**src/logic/segtd_consts.svh**
```systemverilog
// Purpose: named constants for the segment type decode and check block
// Assumes: APB byte addresses, one 32-bit word per register
// Notes: type bit indices count from bit 8 of the descriptor's upper word
`ifndef SEGTD_CONSTS_SVH
`define SEGTD_CONSTS_SVH

// Register byte offsets
`define SEGTD_CTRL_OFS 12'h000
`define SEGTD_STAT_OFS 12'h004
`define SEGTD_FCNT_OFS 12'h008

// Control register fields and reset value
`define SEGTD_CTRL_PROT 0
`define SEGTD_CTRL_ABIT 1
`define SEGTD_CTRL_RST 2'h3

// Type field bit positions (descriptor bits 8..11)
`define SEGTD_T_ACC 0
`define SEGTD_T_WR 1
`define SEGTD_T_RD 1
`define SEGTD_T_EXP 2
`define SEGTD_T_CONF 2
`define SEGTD_T_CODE 3

// System type codes
`define SEGTD_SYS_TSS16_AV 4'h1
`define SEGTD_SYS_LDT 4'h2
`define SEGTD_SYS_TSS16_BSY 4'h3
`define SEGTD_SYS_CALL16 4'h4
`define SEGTD_SYS_TASKGATE 4'h5
`define SEGTD_SYS_INT16 4'h6
`define SEGTD_SYS_TRAP16 4'h7
`define SEGTD_SYS_TSS32_AV 4'h9
`define SEGTD_SYS_TSS32_BSY 4'hB
`define SEGTD_SYS_CALL32 4'hC
`define SEGTD_SYS_INT32 4'hE
`define SEGTD_SYS_TRAP32 4'hF

// Limit scaling and bounds
`define SEGTD_PAGE_FILL 12'hFFF
`define SEGTD_LIM_PAD 12'h000
`define SEGTD_SMALL_TOP 32'h0000FFFF

// Status register field positions and fault counter width
`define SEGTD_ST_FAULT 0
`define SEGTD_ST_CAUSE 4
`define SEGTD_ST_CLASS 8
`define SEGTD_ST_SYS 12
`define SEGTD_ST_CPL 16
`define SEGTD_FCNT_W 16

`endif

```
**src/logic/segtd_pkg.sv**
```systemverilog
// Purpose: types shared by the segment type decode and check block
// Assumes: nothing beyond SystemVerilog enums
// Notes: encodings follow declaration order, starting from zero
package segtd_pkg;

  typedef enum logic [2:0] {
    SEGTD_OP_LOAD_DATA,
    SEGTD_OP_LOAD_STACK,
    SEGTD_OP_XFER_CODE,
    SEGTD_OP_READ,
    SEGTD_OP_WRITE,
    SEGTD_OP_FETCH
  } segtd_op_t;

  typedef enum logic [1:0] {
    SEGTD_CL_DATA,
    SEGTD_CL_CODE,
    SEGTD_CL_SYSSEG,
    SEGTD_CL_GATE
  } segtd_class_t;

  typedef enum logic [3:0] {
    SEGTD_SK_NONE,
    SEGTD_SK_TSS16_AV,
    SEGTD_SK_LDT,
    SEGTD_SK_TSS16_BSY,
    SEGTD_SK_CALL16,
    SEGTD_SK_TASKGATE,
    SEGTD_SK_INT16,
    SEGTD_SK_TRAP16,
    SEGTD_SK_TSS32_AV,
    SEGTD_SK_TSS32_BSY,
    SEGTD_SK_CALL32,
    SEGTD_SK_INT32,
    SEGTD_SK_TRAP32,
    SEGTD_SK_RESERVED
  } segtd_sys_t;

  typedef enum logic [3:0] {
    SEGTD_FC_NONE,
    SEGTD_FC_WRITE,
    SEGTD_FC_STACK,
    SEGTD_FC_LIMIT,
    SEGTD_FC_PRIV,
    SEGTD_FC_EXEC_ONLY,
    SEGTD_FC_NOT_CODE,
    SEGTD_FC_SYS_USE,
    SEGTD_FC_RESERVED
  } segtd_cause_t;

endpackage

```
**src/logic/segtd_check.sv**
```systemverilog
// Purpose: decode a descriptor type field and apply segment access checks
// Assumes: core inputs are synchronous to CORE_CLK_I and stable with CHK_VALID_I
// Notes: one check per cycle, result one cycle after the request
//
// Register access over APB and the address map were decided locally.
`timescale 1ns/10ps
`include "segtd_consts.svh"

module segtd_check
  import segtd_pkg::*;
(
  // Clock and reset
  input wire logic CORE_CLK_I,
  input wire logic RST_N_I,
  // APB slave
  input wire logic PSEL_I,
  input wire logic PENABLE_I,
  input wire logic PWRITE_I,
  input wire logic [11:0] PADDR_I,
  input wire logic [31:0] PWDATA_I,
  output logic [31:0] PRDATA_O,
  output logic PREADY_O,
  output logic PSLVERR_O,
  // Check request from the core
  input wire logic CHK_VALID_I,
  input wire segtd_op_t CHK_OP_I,
  input wire logic DESC_CLASS_I,
  input wire logic [3:0] DESC_TYPE_I,
  input wire logic [1:0] DESC_DPL_I,
  input wire logic DESC_BIG_I,
  input wire logic DESC_GRAN_I,
  input wire logic [19:0] DESC_LIMIT_I,
  input wire logic [31:0] ACC_OFFSET_I,
  input wire logic [1:0] CUR_CPL_I,
  input wire logic VIA_GATE_I,
  // Check result
  output logic RES_VALID_O,
  output logic PROTECTION_FAULT_O,
  output segtd_cause_t FAULT_CAUSE_O,
  output segtd_class_t SEG_CLASS_O,
  output segtd_sys_t SYS_KIND_O,
  output logic SYS_INVALID_O,
  output logic READABLE_O,
  output logic WRITABLE_O,
  output logic EXPAND_DOWN_O,
  output logic CONFORMING_O,
  output logic [1:0] NEW_CPL_O,
  // Type field write-back
  output logic TYPE_WB_VALID_O,
  output logic [3:0] TYPE_WB_O
);

  ////////////////////////////////////////////////////////////////////////
  // Decode

  logic is_app;
  logic is_code;
  logic acc_flag;
  logic wr_en;
  logic rd_en;
  logic exp_down;
  logic conf;
  segtd_class_t cls;
  segtd_sys_t sys_kind;
  logic sys_bad;

  assign is_app = DESC_CLASS_I;
  assign is_code = is_app & DESC_TYPE_I[`SEGTD_T_CODE];
  assign acc_flag = is_app & DESC_TYPE_I[`SEGTD_T_ACC];
  assign wr_en = is_app & ~is_code & DESC_TYPE_I[`SEGTD_T_WR];
  assign exp_down = is_app & ~is_code & DESC_TYPE_I[`SEGTD_T_EXP];
  assign rd_en = is_app & (~is_code | DESC_TYPE_I[`SEGTD_T_RD]);
  assign conf = is_code & DESC_TYPE_I[`SEGTD_T_CONF];

  // System type table
  always_comb begin
    sys_kind = SEGTD_SK_NONE;
    if (!is_app) begin
      case (DESC_TYPE_I)
        `SEGTD_SYS_TSS16_AV: sys_kind = SEGTD_SK_TSS16_AV;
        `SEGTD_SYS_LDT: sys_kind = SEGTD_SK_LDT;
        `SEGTD_SYS_TSS16_BSY: sys_kind = SEGTD_SK_TSS16_BSY;
        `SEGTD_SYS_CALL16: sys_kind = SEGTD_SK_CALL16;
        `SEGTD_SYS_TASKGATE: sys_kind = SEGTD_SK_TASKGATE;
        `SEGTD_SYS_INT16: sys_kind = SEGTD_SK_INT16;
        `SEGTD_SYS_TRAP16: sys_kind = SEGTD_SK_TRAP16;
        `SEGTD_SYS_TSS32_AV: sys_kind = SEGTD_SK_TSS32_AV;
        `SEGTD_SYS_TSS32_BSY: sys_kind = SEGTD_SK_TSS32_BSY;
        `SEGTD_SYS_CALL32: sys_kind = SEGTD_SK_CALL32;
        `SEGTD_SYS_INT32: sys_kind = SEGTD_SK_INT32;
        `SEGTD_SYS_TRAP32: sys_kind = SEGTD_SK_TRAP32;
        default: sys_kind = SEGTD_SK_RESERVED;
      endcase
    end
  end

  assign sys_bad = (sys_kind == SEGTD_SK_RESERVED);

  // Class grouping
  always_comb begin
    case (sys_kind)
      SEGTD_SK_NONE: cls = is_code ? SEGTD_CL_CODE : SEGTD_CL_DATA;
      SEGTD_SK_TSS16_AV,
      SEGTD_SK_TSS16_BSY,
      SEGTD_SK_TSS32_AV,
      SEGTD_SK_TSS32_BSY,
      SEGTD_SK_LDT,
      SEGTD_SK_RESERVED: cls = SEGTD_CL_SYSSEG;
      default: cls = SEGTD_CL_GATE;
    endcase
  end

  ////////////////////////////////////////////////////////////////////////
  // Limit check
  // With the granularity flag set the low twelve offset bits are tested only for expand-down segments

  logic [31:0] eff_limit;
  logic [31:0] top_bound;
  logic lim_fault;

  always_comb begin
    if (DESC_GRAN_I) begin
      eff_limit = {DESC_LIMIT_I, `SEGTD_PAGE_FILL};
    end else begin
      eff_limit = {`SEGTD_LIM_PAD, DESC_LIMIT_I};
    end
    top_bound = DESC_BIG_I ? '1 : `SEGTD_SMALL_TOP;
    if (exp_down) begin
      // Smaller limit opens more room at the bottom
      lim_fault = (ACC_OFFSET_I < eff_limit) | (ACC_OFFSET_I > top_bound);
    end else begin
      lim_fault = (ACC_OFFSET_I > eff_limit);
    end
  end

  ////////////////////////////////////////////////////////////////////////
  // Access rules

  logic [1:0] ctrl_reg;
  logic prot_on;
  logic fault_c;
  segtd_cause_t cause_c;
  logic [1:0] cpl_c;
  logic is_load;
  logic is_access;

  assign prot_on = ctrl_reg[`SEGTD_CTRL_PROT];
  assign is_load = (CHK_OP_I == SEGTD_OP_LOAD_DATA) |
                   (CHK_OP_I == SEGTD_OP_LOAD_STACK) |
                   (CHK_OP_I == SEGTD_OP_XFER_CODE);
  assign is_access = ~is_load;

  always_comb begin
    cause_c = SEGTD_FC_NONE;
    cpl_c = CUR_CPL_I;
    if (sys_bad) begin
      cause_c = SEGTD_FC_RESERVED;
    end else if (!is_app) begin
      cause_c = SEGTD_FC_SYS_USE;
    end else begin
      case (CHK_OP_I)
        SEGTD_OP_LOAD_DATA: begin
          if (is_code && !rd_en) begin
            cause_c = SEGTD_FC_EXEC_ONLY;
          end else if (!conf && DESC_DPL_I > CUR_CPL_I) begin
            // Same or less privileged code may load it; a more privileged
            // caller reaching a less privileged non-conforming segment faults
            cause_c = SEGTD_FC_PRIV;
          end
        end
        SEGTD_OP_LOAD_STACK: begin
          if (!wr_en) begin
            cause_c = SEGTD_FC_STACK;
          end else if (DESC_DPL_I != CUR_CPL_I) begin
            cause_c = SEGTD_FC_PRIV;
          end
        end
        SEGTD_OP_XFER_CODE: begin
          if (!is_code) begin
            cause_c = SEGTD_FC_NOT_CODE;
          end else if (conf) begin
            if (DESC_DPL_I > CUR_CPL_I) begin
              cause_c = SEGTD_FC_PRIV;
            end else begin
              cpl_c = CUR_CPL_I;
            end
          end else if (DESC_DPL_I != CUR_CPL_I) begin
            if (VIA_GATE_I) begin
              cpl_c = DESC_DPL_I;
            end else begin
              cause_c = SEGTD_FC_PRIV;
            end
          end
        end
        SEGTD_OP_READ: begin
          if (!rd_en) begin
            cause_c = SEGTD_FC_EXEC_ONLY;
          end else if (lim_fault) begin
            cause_c = SEGTD_FC_LIMIT;
          end
        end
        SEGTD_OP_WRITE: begin
          if (is_code && prot_on) begin
            cause_c = SEGTD_FC_WRITE;
          end else if (!is_code && !wr_en) begin
            cause_c = SEGTD_FC_WRITE;
          end else if (lim_fault) begin
            cause_c = SEGTD_FC_LIMIT;
          end
        end
        SEGTD_OP_FETCH: begin
          if (!is_code) begin
            cause_c = SEGTD_FC_NOT_CODE;
          end else if (lim_fault) begin
            cause_c = SEGTD_FC_LIMIT;
          end
        end
        default: cause_c = SEGTD_FC_NONE;
      endcase
    end
    fault_c = (cause_c != SEGTD_FC_NONE);
  end

  // Accessed-flag write-back
  // A refused request never marks the descriptor as used
  logic wb_c;
  logic abit_on;

  assign abit_on = ctrl_reg[`SEGTD_CTRL_ABIT];
  // Descriptors already marked are left untouched, so ROM tables stay safe
  assign wb_c = is_app & ~fault_c & ~acc_flag &
                (is_load | (abit_on & is_access));

  ////////////////////////////////////////////////////////////////////////
  // Result registers
  // Valid pulses last one cycle; the other results hold until the next request

  always_ff @(posedge CORE_CLK_I) begin
    if (!RST_N_I) begin
      RES_VALID_O <= 1'b0;
      TYPE_WB_VALID_O <= 1'b0;
    end else begin
      RES_VALID_O <= CHK_VALID_I;
      TYPE_WB_VALID_O <= CHK_VALID_I & wb_c;
    end
  end

  always_ff @(posedge CORE_CLK_I) begin
    if (!RST_N_I) begin
      PROTECTION_FAULT_O <= 1'b0;
      FAULT_CAUSE_O <= SEGTD_FC_NONE;
      SEG_CLASS_O <= SEGTD_CL_DATA;
      SYS_KIND_O <= SEGTD_SK_NONE;
      SYS_INVALID_O <= 1'b0;
      READABLE_O <= 1'b0;
      WRITABLE_O <= 1'b0;
      EXPAND_DOWN_O <= 1'b0;
      CONFORMING_O <= 1'b0;
      NEW_CPL_O <= 2'h0;
      TYPE_WB_O <= 4'h0;
    end else if (CHK_VALID_I) begin
      PROTECTION_FAULT_O <= fault_c;
      FAULT_CAUSE_O <= cause_c;
      SEG_CLASS_O <= cls;
      SYS_KIND_O <= sys_kind;
      SYS_INVALID_O <= sys_bad;
      READABLE_O <= rd_en;
      WRITABLE_O <= wr_en & ~(is_code & prot_on);
      EXPAND_DOWN_O <= exp_down;
      CONFORMING_O <= conf;
      NEW_CPL_O <= fault_c ? CUR_CPL_I : cpl_c;
      TYPE_WB_O <= DESC_TYPE_I | 4'(1 << `SEGTD_T_ACC);
    end
  end

  ////////////////////////////////////////////////////////////////////////
  // APB register file

  logic apb_setup;
  logic apb_wr;
  logic hit_ctrl;
  logic hit_stat;
  logic hit_fcnt;
  logic addr_ok;
  logic [`SEGTD_FCNT_W-1:0] fcnt_reg;
  logic [`SEGTD_FCNT_W-1:0] fcnt_next;
  logic [31:0] stat_word;

  assign apb_setup = PSEL_I & ~PENABLE_I;
  assign apb_wr = PSEL_I & PENABLE_I & PWRITE_I;
  assign hit_ctrl = (PADDR_I == `SEGTD_CTRL_OFS);
  assign hit_stat = (PADDR_I == `SEGTD_STAT_OFS);
  assign hit_fcnt = (PADDR_I == `SEGTD_FCNT_OFS);
  assign addr_ok = hit_ctrl | hit_stat | hit_fcnt;
  assign PREADY_O = 1'b1;
  assign PSLVERR_O = PSEL_I & PENABLE_I & ~addr_ok;

  always_comb begin
    stat_word = '0;
    stat_word[`SEGTD_ST_FAULT] = PROTECTION_FAULT_O;
    stat_word[`SEGTD_ST_CAUSE +: 4] = FAULT_CAUSE_O;
    stat_word[`SEGTD_ST_CLASS +: 2] = SEG_CLASS_O;
    stat_word[`SEGTD_ST_SYS +: 4] = SYS_KIND_O;
    stat_word[`SEGTD_ST_CPL +: 2] = NEW_CPL_O;
  end

  // Control register
  always_ff @(posedge CORE_CLK_I) begin
    if (!RST_N_I) begin
      ctrl_reg <= `SEGTD_CTRL_RST;
    end else if (apb_wr && hit_ctrl) begin
      ctrl_reg <= PWDATA_I[1:0];
    end
  end

  // Fault counter: a fault in the clearing cycle still counts
  always_comb begin
    fcnt_next = fcnt_reg;
    if (apb_wr && hit_fcnt) begin
      fcnt_next = '0;
    end
    if (CHK_VALID_I && fault_c) begin
      fcnt_next = fcnt_next + 1'b1;
    end
  end

  always_ff @(posedge CORE_CLK_I) begin
    if (!RST_N_I) begin
      fcnt_reg <= '0;
    end else begin
      fcnt_reg <= fcnt_next;
    end
  end

  // Read data is captured in the setup cycle
  always_ff @(posedge CORE_CLK_I) begin
    if (!RST_N_I) begin
      PRDATA_O <= 32'h0;
    end else if (apb_setup) begin
      if (hit_ctrl) begin
        PRDATA_O <= {30'h0, ctrl_reg};
      end else if (hit_stat) begin
        PRDATA_O <= stat_word;
      end else if (hit_fcnt) begin
        PRDATA_O <= {16'h0, fcnt_reg};
      end else begin
        PRDATA_O <= 32'h0;
      end
    end
  end

endmodule

```
**config.mk**
```make
export PLATFORM = sky130hd
export DESIGN_NAME = segtd_check
export DESIGN_NICKNAME = d
export VERILOG_FILES = /design/src/logic/segtd_pkg.sv /design/src/logic/segtd_check.sv
export VERILOG_INCLUDE_DIRS = /design/src /design/src/logic
export SDC_FILE = /design/constraint.sdc
export NUM_CORES = 1
export LEC_CHECK = 0
export BUFFER_PORTS_ARGS = -buffer_cell sky130_fd_sc_hd__buf_4
export CAP_MARGIN = 20
export CORE_ASPECT_RATIO = 0.5
export CORE_UTILIZATION = 54
export DETAILED_ROUTE_END_ITERATION = 8
export GPL_ROUTABILITY_DRIVEN = 1
export HOLD_SLACK_MARGIN = 0.06
export PLACE_DENSITY = 0.9
export SETUP_SLACK_MARGIN = 0.05
export SLEW_MARGIN = 5
export SYNTH_ARGS = -nofsm -noshare
export SYNTH_HDL_FRONTEND = slang
export SYNTH_SLANG_ARGS = --single-unit
```
**constraint.sdc**
```tcl
create_clock -name CORE_CLK_I -period 6.8 [get_ports CORE_CLK_I]
set_input_delay 0.34 -clock CORE_CLK_I [delete_from_list [all_inputs] [get_ports CORE_CLK_I]]
set_output_delay 0.34 -clock CORE_CLK_I [all_outputs]
set_load 0.02 [all_outputs]
```
==> run_results.csv <==
group,metric,value,unit
status,status,"complete, no violations",
sta,grt_setup_unrepaired,"no",
min_path,hp-start,"PWDATA_I[0]",
setup_path,rrSetupSlack,4.64,ns
route,dr.pass1.iters,5,
logic_synthesis,synth-adder-area-share,0.1529,
logic_synthesis,yosys_warnings,0,
logic_synthesis,synth_top_area_cell,"dfxtp_1",
logic_synthesis,synth_top_area_share,0.2624,
die,ioPinCount,175,
global_routing,grt_antenna_before_repair,0,
die,initial_core_util,0.5605,
global_routing,first_global_vias,4289,
clocking,hold_buffers,0,
power,pwr-share-comb,0.223,
finish,area_growth,27.52,%
power,leakage,2.533,nW
clocking,post_cts_buffers,0,
setup_path,cp.required,7.05,ns
setup_path,start_kind,"input port",
placed_design,gp_congestion,0.8882,
global_routing,overflow,0,
logic_synthesis,syn-cell-area,4501,µm²
power,seqPwrFrac,0.349,
logic_synthesis,ys.flop_type,"dfxtp_1",
sta,fin_tns_setup,0,ns
clocking,cts.path.max_buffers,2,
finish,drive_above_1_share,0.2395,
logic_synthesis,synth-edff-count,0,
route,drt_wl_total,12.15,mm
min_path,min_to,"ctrl_reg[0]",
die,core_area,8029,µm²
power,power.share.clock,0.428,
setup_path,r2r_cells,9,
sta,final.min_clock_period,3.178,ns
setup_path,crit_path_max_fanout,28,
logic_synthesis,ys_async_sr_fraction,0,
setup_path,criticalPathCategory,"input port to register",
logic_synthesis,netlist_instances,548,
die,die_h,66.56,µm
clocking,root_buffer,"clkbuf_16",
sta,worstMarginPinSlew,0.9191,ns
placed_design,port_buffers,129,
finish,largest_reg_flops,18,
global_routing,grt_first_pass_wirelength,19.79,mm
sta,period_share,0.4673,
power,p_sw,292.3,µW
sta,clock.fmax,0.3147,GHz
flow_run,maxCapViolCount,0,
logic_synthesis,synth_mux_area_frac,0.06283,
logic_synthesis,ys_seq_area_frac,0.2624,
setup_path,r2r_end,"fcnt_reg[15]",
logic_synthesis,synth_xor_area_frac,0.005838,
setup_path,cp.arrival,3.43,ns
logic_synthesis,synth.ff_latch_count,59,
finish,diodes,0,
finish,fin_nets,831,
power,vdd_drop_max,125.3,µV
logic_synthesis,synth_area_per_cell,8.213,µm²
sta,setup_viol,0,
logic_synthesis,yosys-top-cells-area,"dfxtp_1 (26%), ha_1 (15%), mux2i_1 (5.8%), a21oi_1 (4.8%), nor2b_1 (4.6%)",
logic_synthesis,synth.most_common_cell,"dfxtp_1",
power,power_density,181.9,nW/µm²
min_path,min_path_cells,3,
route,ant_nets,0,
logic_synthesis,synthDistinctLibCells,58,
sta,slew_headroom,0.3872,
clocking,clock-sinks,59,
min_path,hold_path_class,"input port to register",
clocking,htreeDepth,3,
clocking,numCtsBuffers,9,
route,via_count,4576,
clocking,clkTransAtPathRegs,0.05,ns
finish,instances_no_fill,776,
route,drc_errors,0,
placed_design,dp_hpwl,9.067,mm
clocking,ctsResizeCount,0,
global_routing,grt_max_degree,51,
die,die_area,8726,µm²
finish,fillers,595,
setup_path,cp-end-kind,"register",
power,p_sw_frac,0.2799,
logic_synthesis,synth_compound_area_frac,0.1974,
logic_synthesis,synth_top_family_by_area,"simple AND/OR/NAND/NOR gates",
sta,fin_worst_skew,0.005516,ns
sta,drv_slew,0,
clocking,clk_latency,0.33,ns
power,p_int,752.0,µW
sta,hold_viol,0,
clocking,cts_tree,"yes",
die,fp.dieW,131.1,µm
logic_synthesis,yosys-top-cells-count,"dfxtp_1 (59), ha_1 (55), nand2_1 (49)",
placed_design,placedCellCount,759,
setup_path,r2r-start,"ctrl_reg[0]",
route,wl_per_cell,15.65,µm
route,drt_iter0_drc,414,
route,via_per_inst,5.897,
logic_synthesis,yosys.area_share.simple,0.2421,
global_routing,grt.total_usage,0.2848,
die,rows,23,
==> cell usage in the layout (no fill, tap or decap), drive strengths merged, types with 5 or more instances in the layout <==
master | synthesis | final
ha | 55 | 55
or3 | 7 | 7
nand2b | 7 | 7
clkbuf | 19 | 11
or4 | 6 | 6
nand3 | 15 | 15
nand4 | 18 | 18
o21ai | 18 | 18
nand2 | 49 | 49
nor3 | 8 | 8
a222oi | 10 | 10
conb | 2 | 15
a22oi | 7 | 7
a21oi | 43 | 43
mux2i | 26 | 26
nor2 | 31 | 31
dfxtp | 59 | 59
buf | 26 | 132
o211ai | 7 | 7
inv | 23 | 23
and2 | 10 | 10
o31ai | 5 | 5
nor2b | 33 | 33
nor4 | 7 | 7
==> worst max-delay path: stages <==
cell and delay, ns:
buf_4 0.11, inv_1 0.38, ha_1 0.25, nand4_1 0.14
nor4_1 0.46, a221oi_1 0.14, a211oi_1 0.33, a211o_1 0.17
o211ai_2 0.18, buf_8 0.24, or4_1 0.51, a21oi_1 0.17
==> cells by family (layout without fill, tap and decap cells) <==
logic type,after synthesis,after routing
xor+xnor,3,3
flops,59,59
other cells,2,15
compound gates,128,128
fa+ha+maj,55,55
buf+inv,68,171
simple gates,206,206
mux,27,27
==> per-layer routing <==
layer	routed length (µm)	vias up	GRT usage
met2	5993	215	0.5293
li1	-	2205	-
met4	363	0	0.1338
met1	4973	2121	0.3167
met5	0	-	0
met3	816	35	0.06545
==> metrics by stage <==
step	util	power (mW)	setup WS [ns]	hold slack [ns]	instance area, µm²
finish	0.7148	1.044	3.622	0.2303	5739
detailed placement	0.6762	0.5969	3.071	0.4437	5429
CTS	0.7130	1.044	3.316	0.2221	5724
floorplan	-	0.5178	3.475	0.4512	4549
global placement	0.6762	0.5879	3.153	0.4408	5429
global route	0.7148	1.089	3.422	0.2332	5739
==> power by group through the flow <==
stage / registers, mW / clock network (mW) / logic, mW
after global routing: 0.365 / 0.467 / 0.257
after CTS: 0.364 / 0.451 / 0.228
after global placement: 0.370 / 0 / 0.218
final: 0.364 / 0.447 / 0.233
after floorplan: 0.378 / 0 / 0.140
after detailed placement: 0.371 / 0 / 0.226
==> cell type report <==
type | instances | area [µm²] | share of cell area
multi-input cells | 434 | 3038 | 0.5293
clock buffers | 11 | 242.7 | 0.04229
clock inverters | 5 | 52.55 | 0.009156
repair buffers | 132 | 998.5 | 0.1740
inverters | 23 | 86.33 | 0.01504
flip-flops and latches | 59 | 1181 | 0.2058
well taps | 112 | 140.1 | 0.02442
==> worst max-delay path by stage <==
stage / from / slack, ns / end / cells past startpoint
after floorplan: DESC_GRAN_I / 3.47 / fcnt_reg[15] / 13
after global placement: DESC_BIG_I / 3.15 / fcnt_reg[14] / 11
after detailed placement: DESC_GRAN_I / 3.07 / fcnt_reg[4] / 11
after CTS: DESC_GRAN_I / 3.32 / fcnt_reg[4] / 11
after global routing: DESC_BIG_I / 3.42 / fcnt_reg[15] / 12
final: DESC_BIG_I / 3.62 / fcnt_reg[15] / 12
No activity file was read; power rests on OpenSTA's default activity.
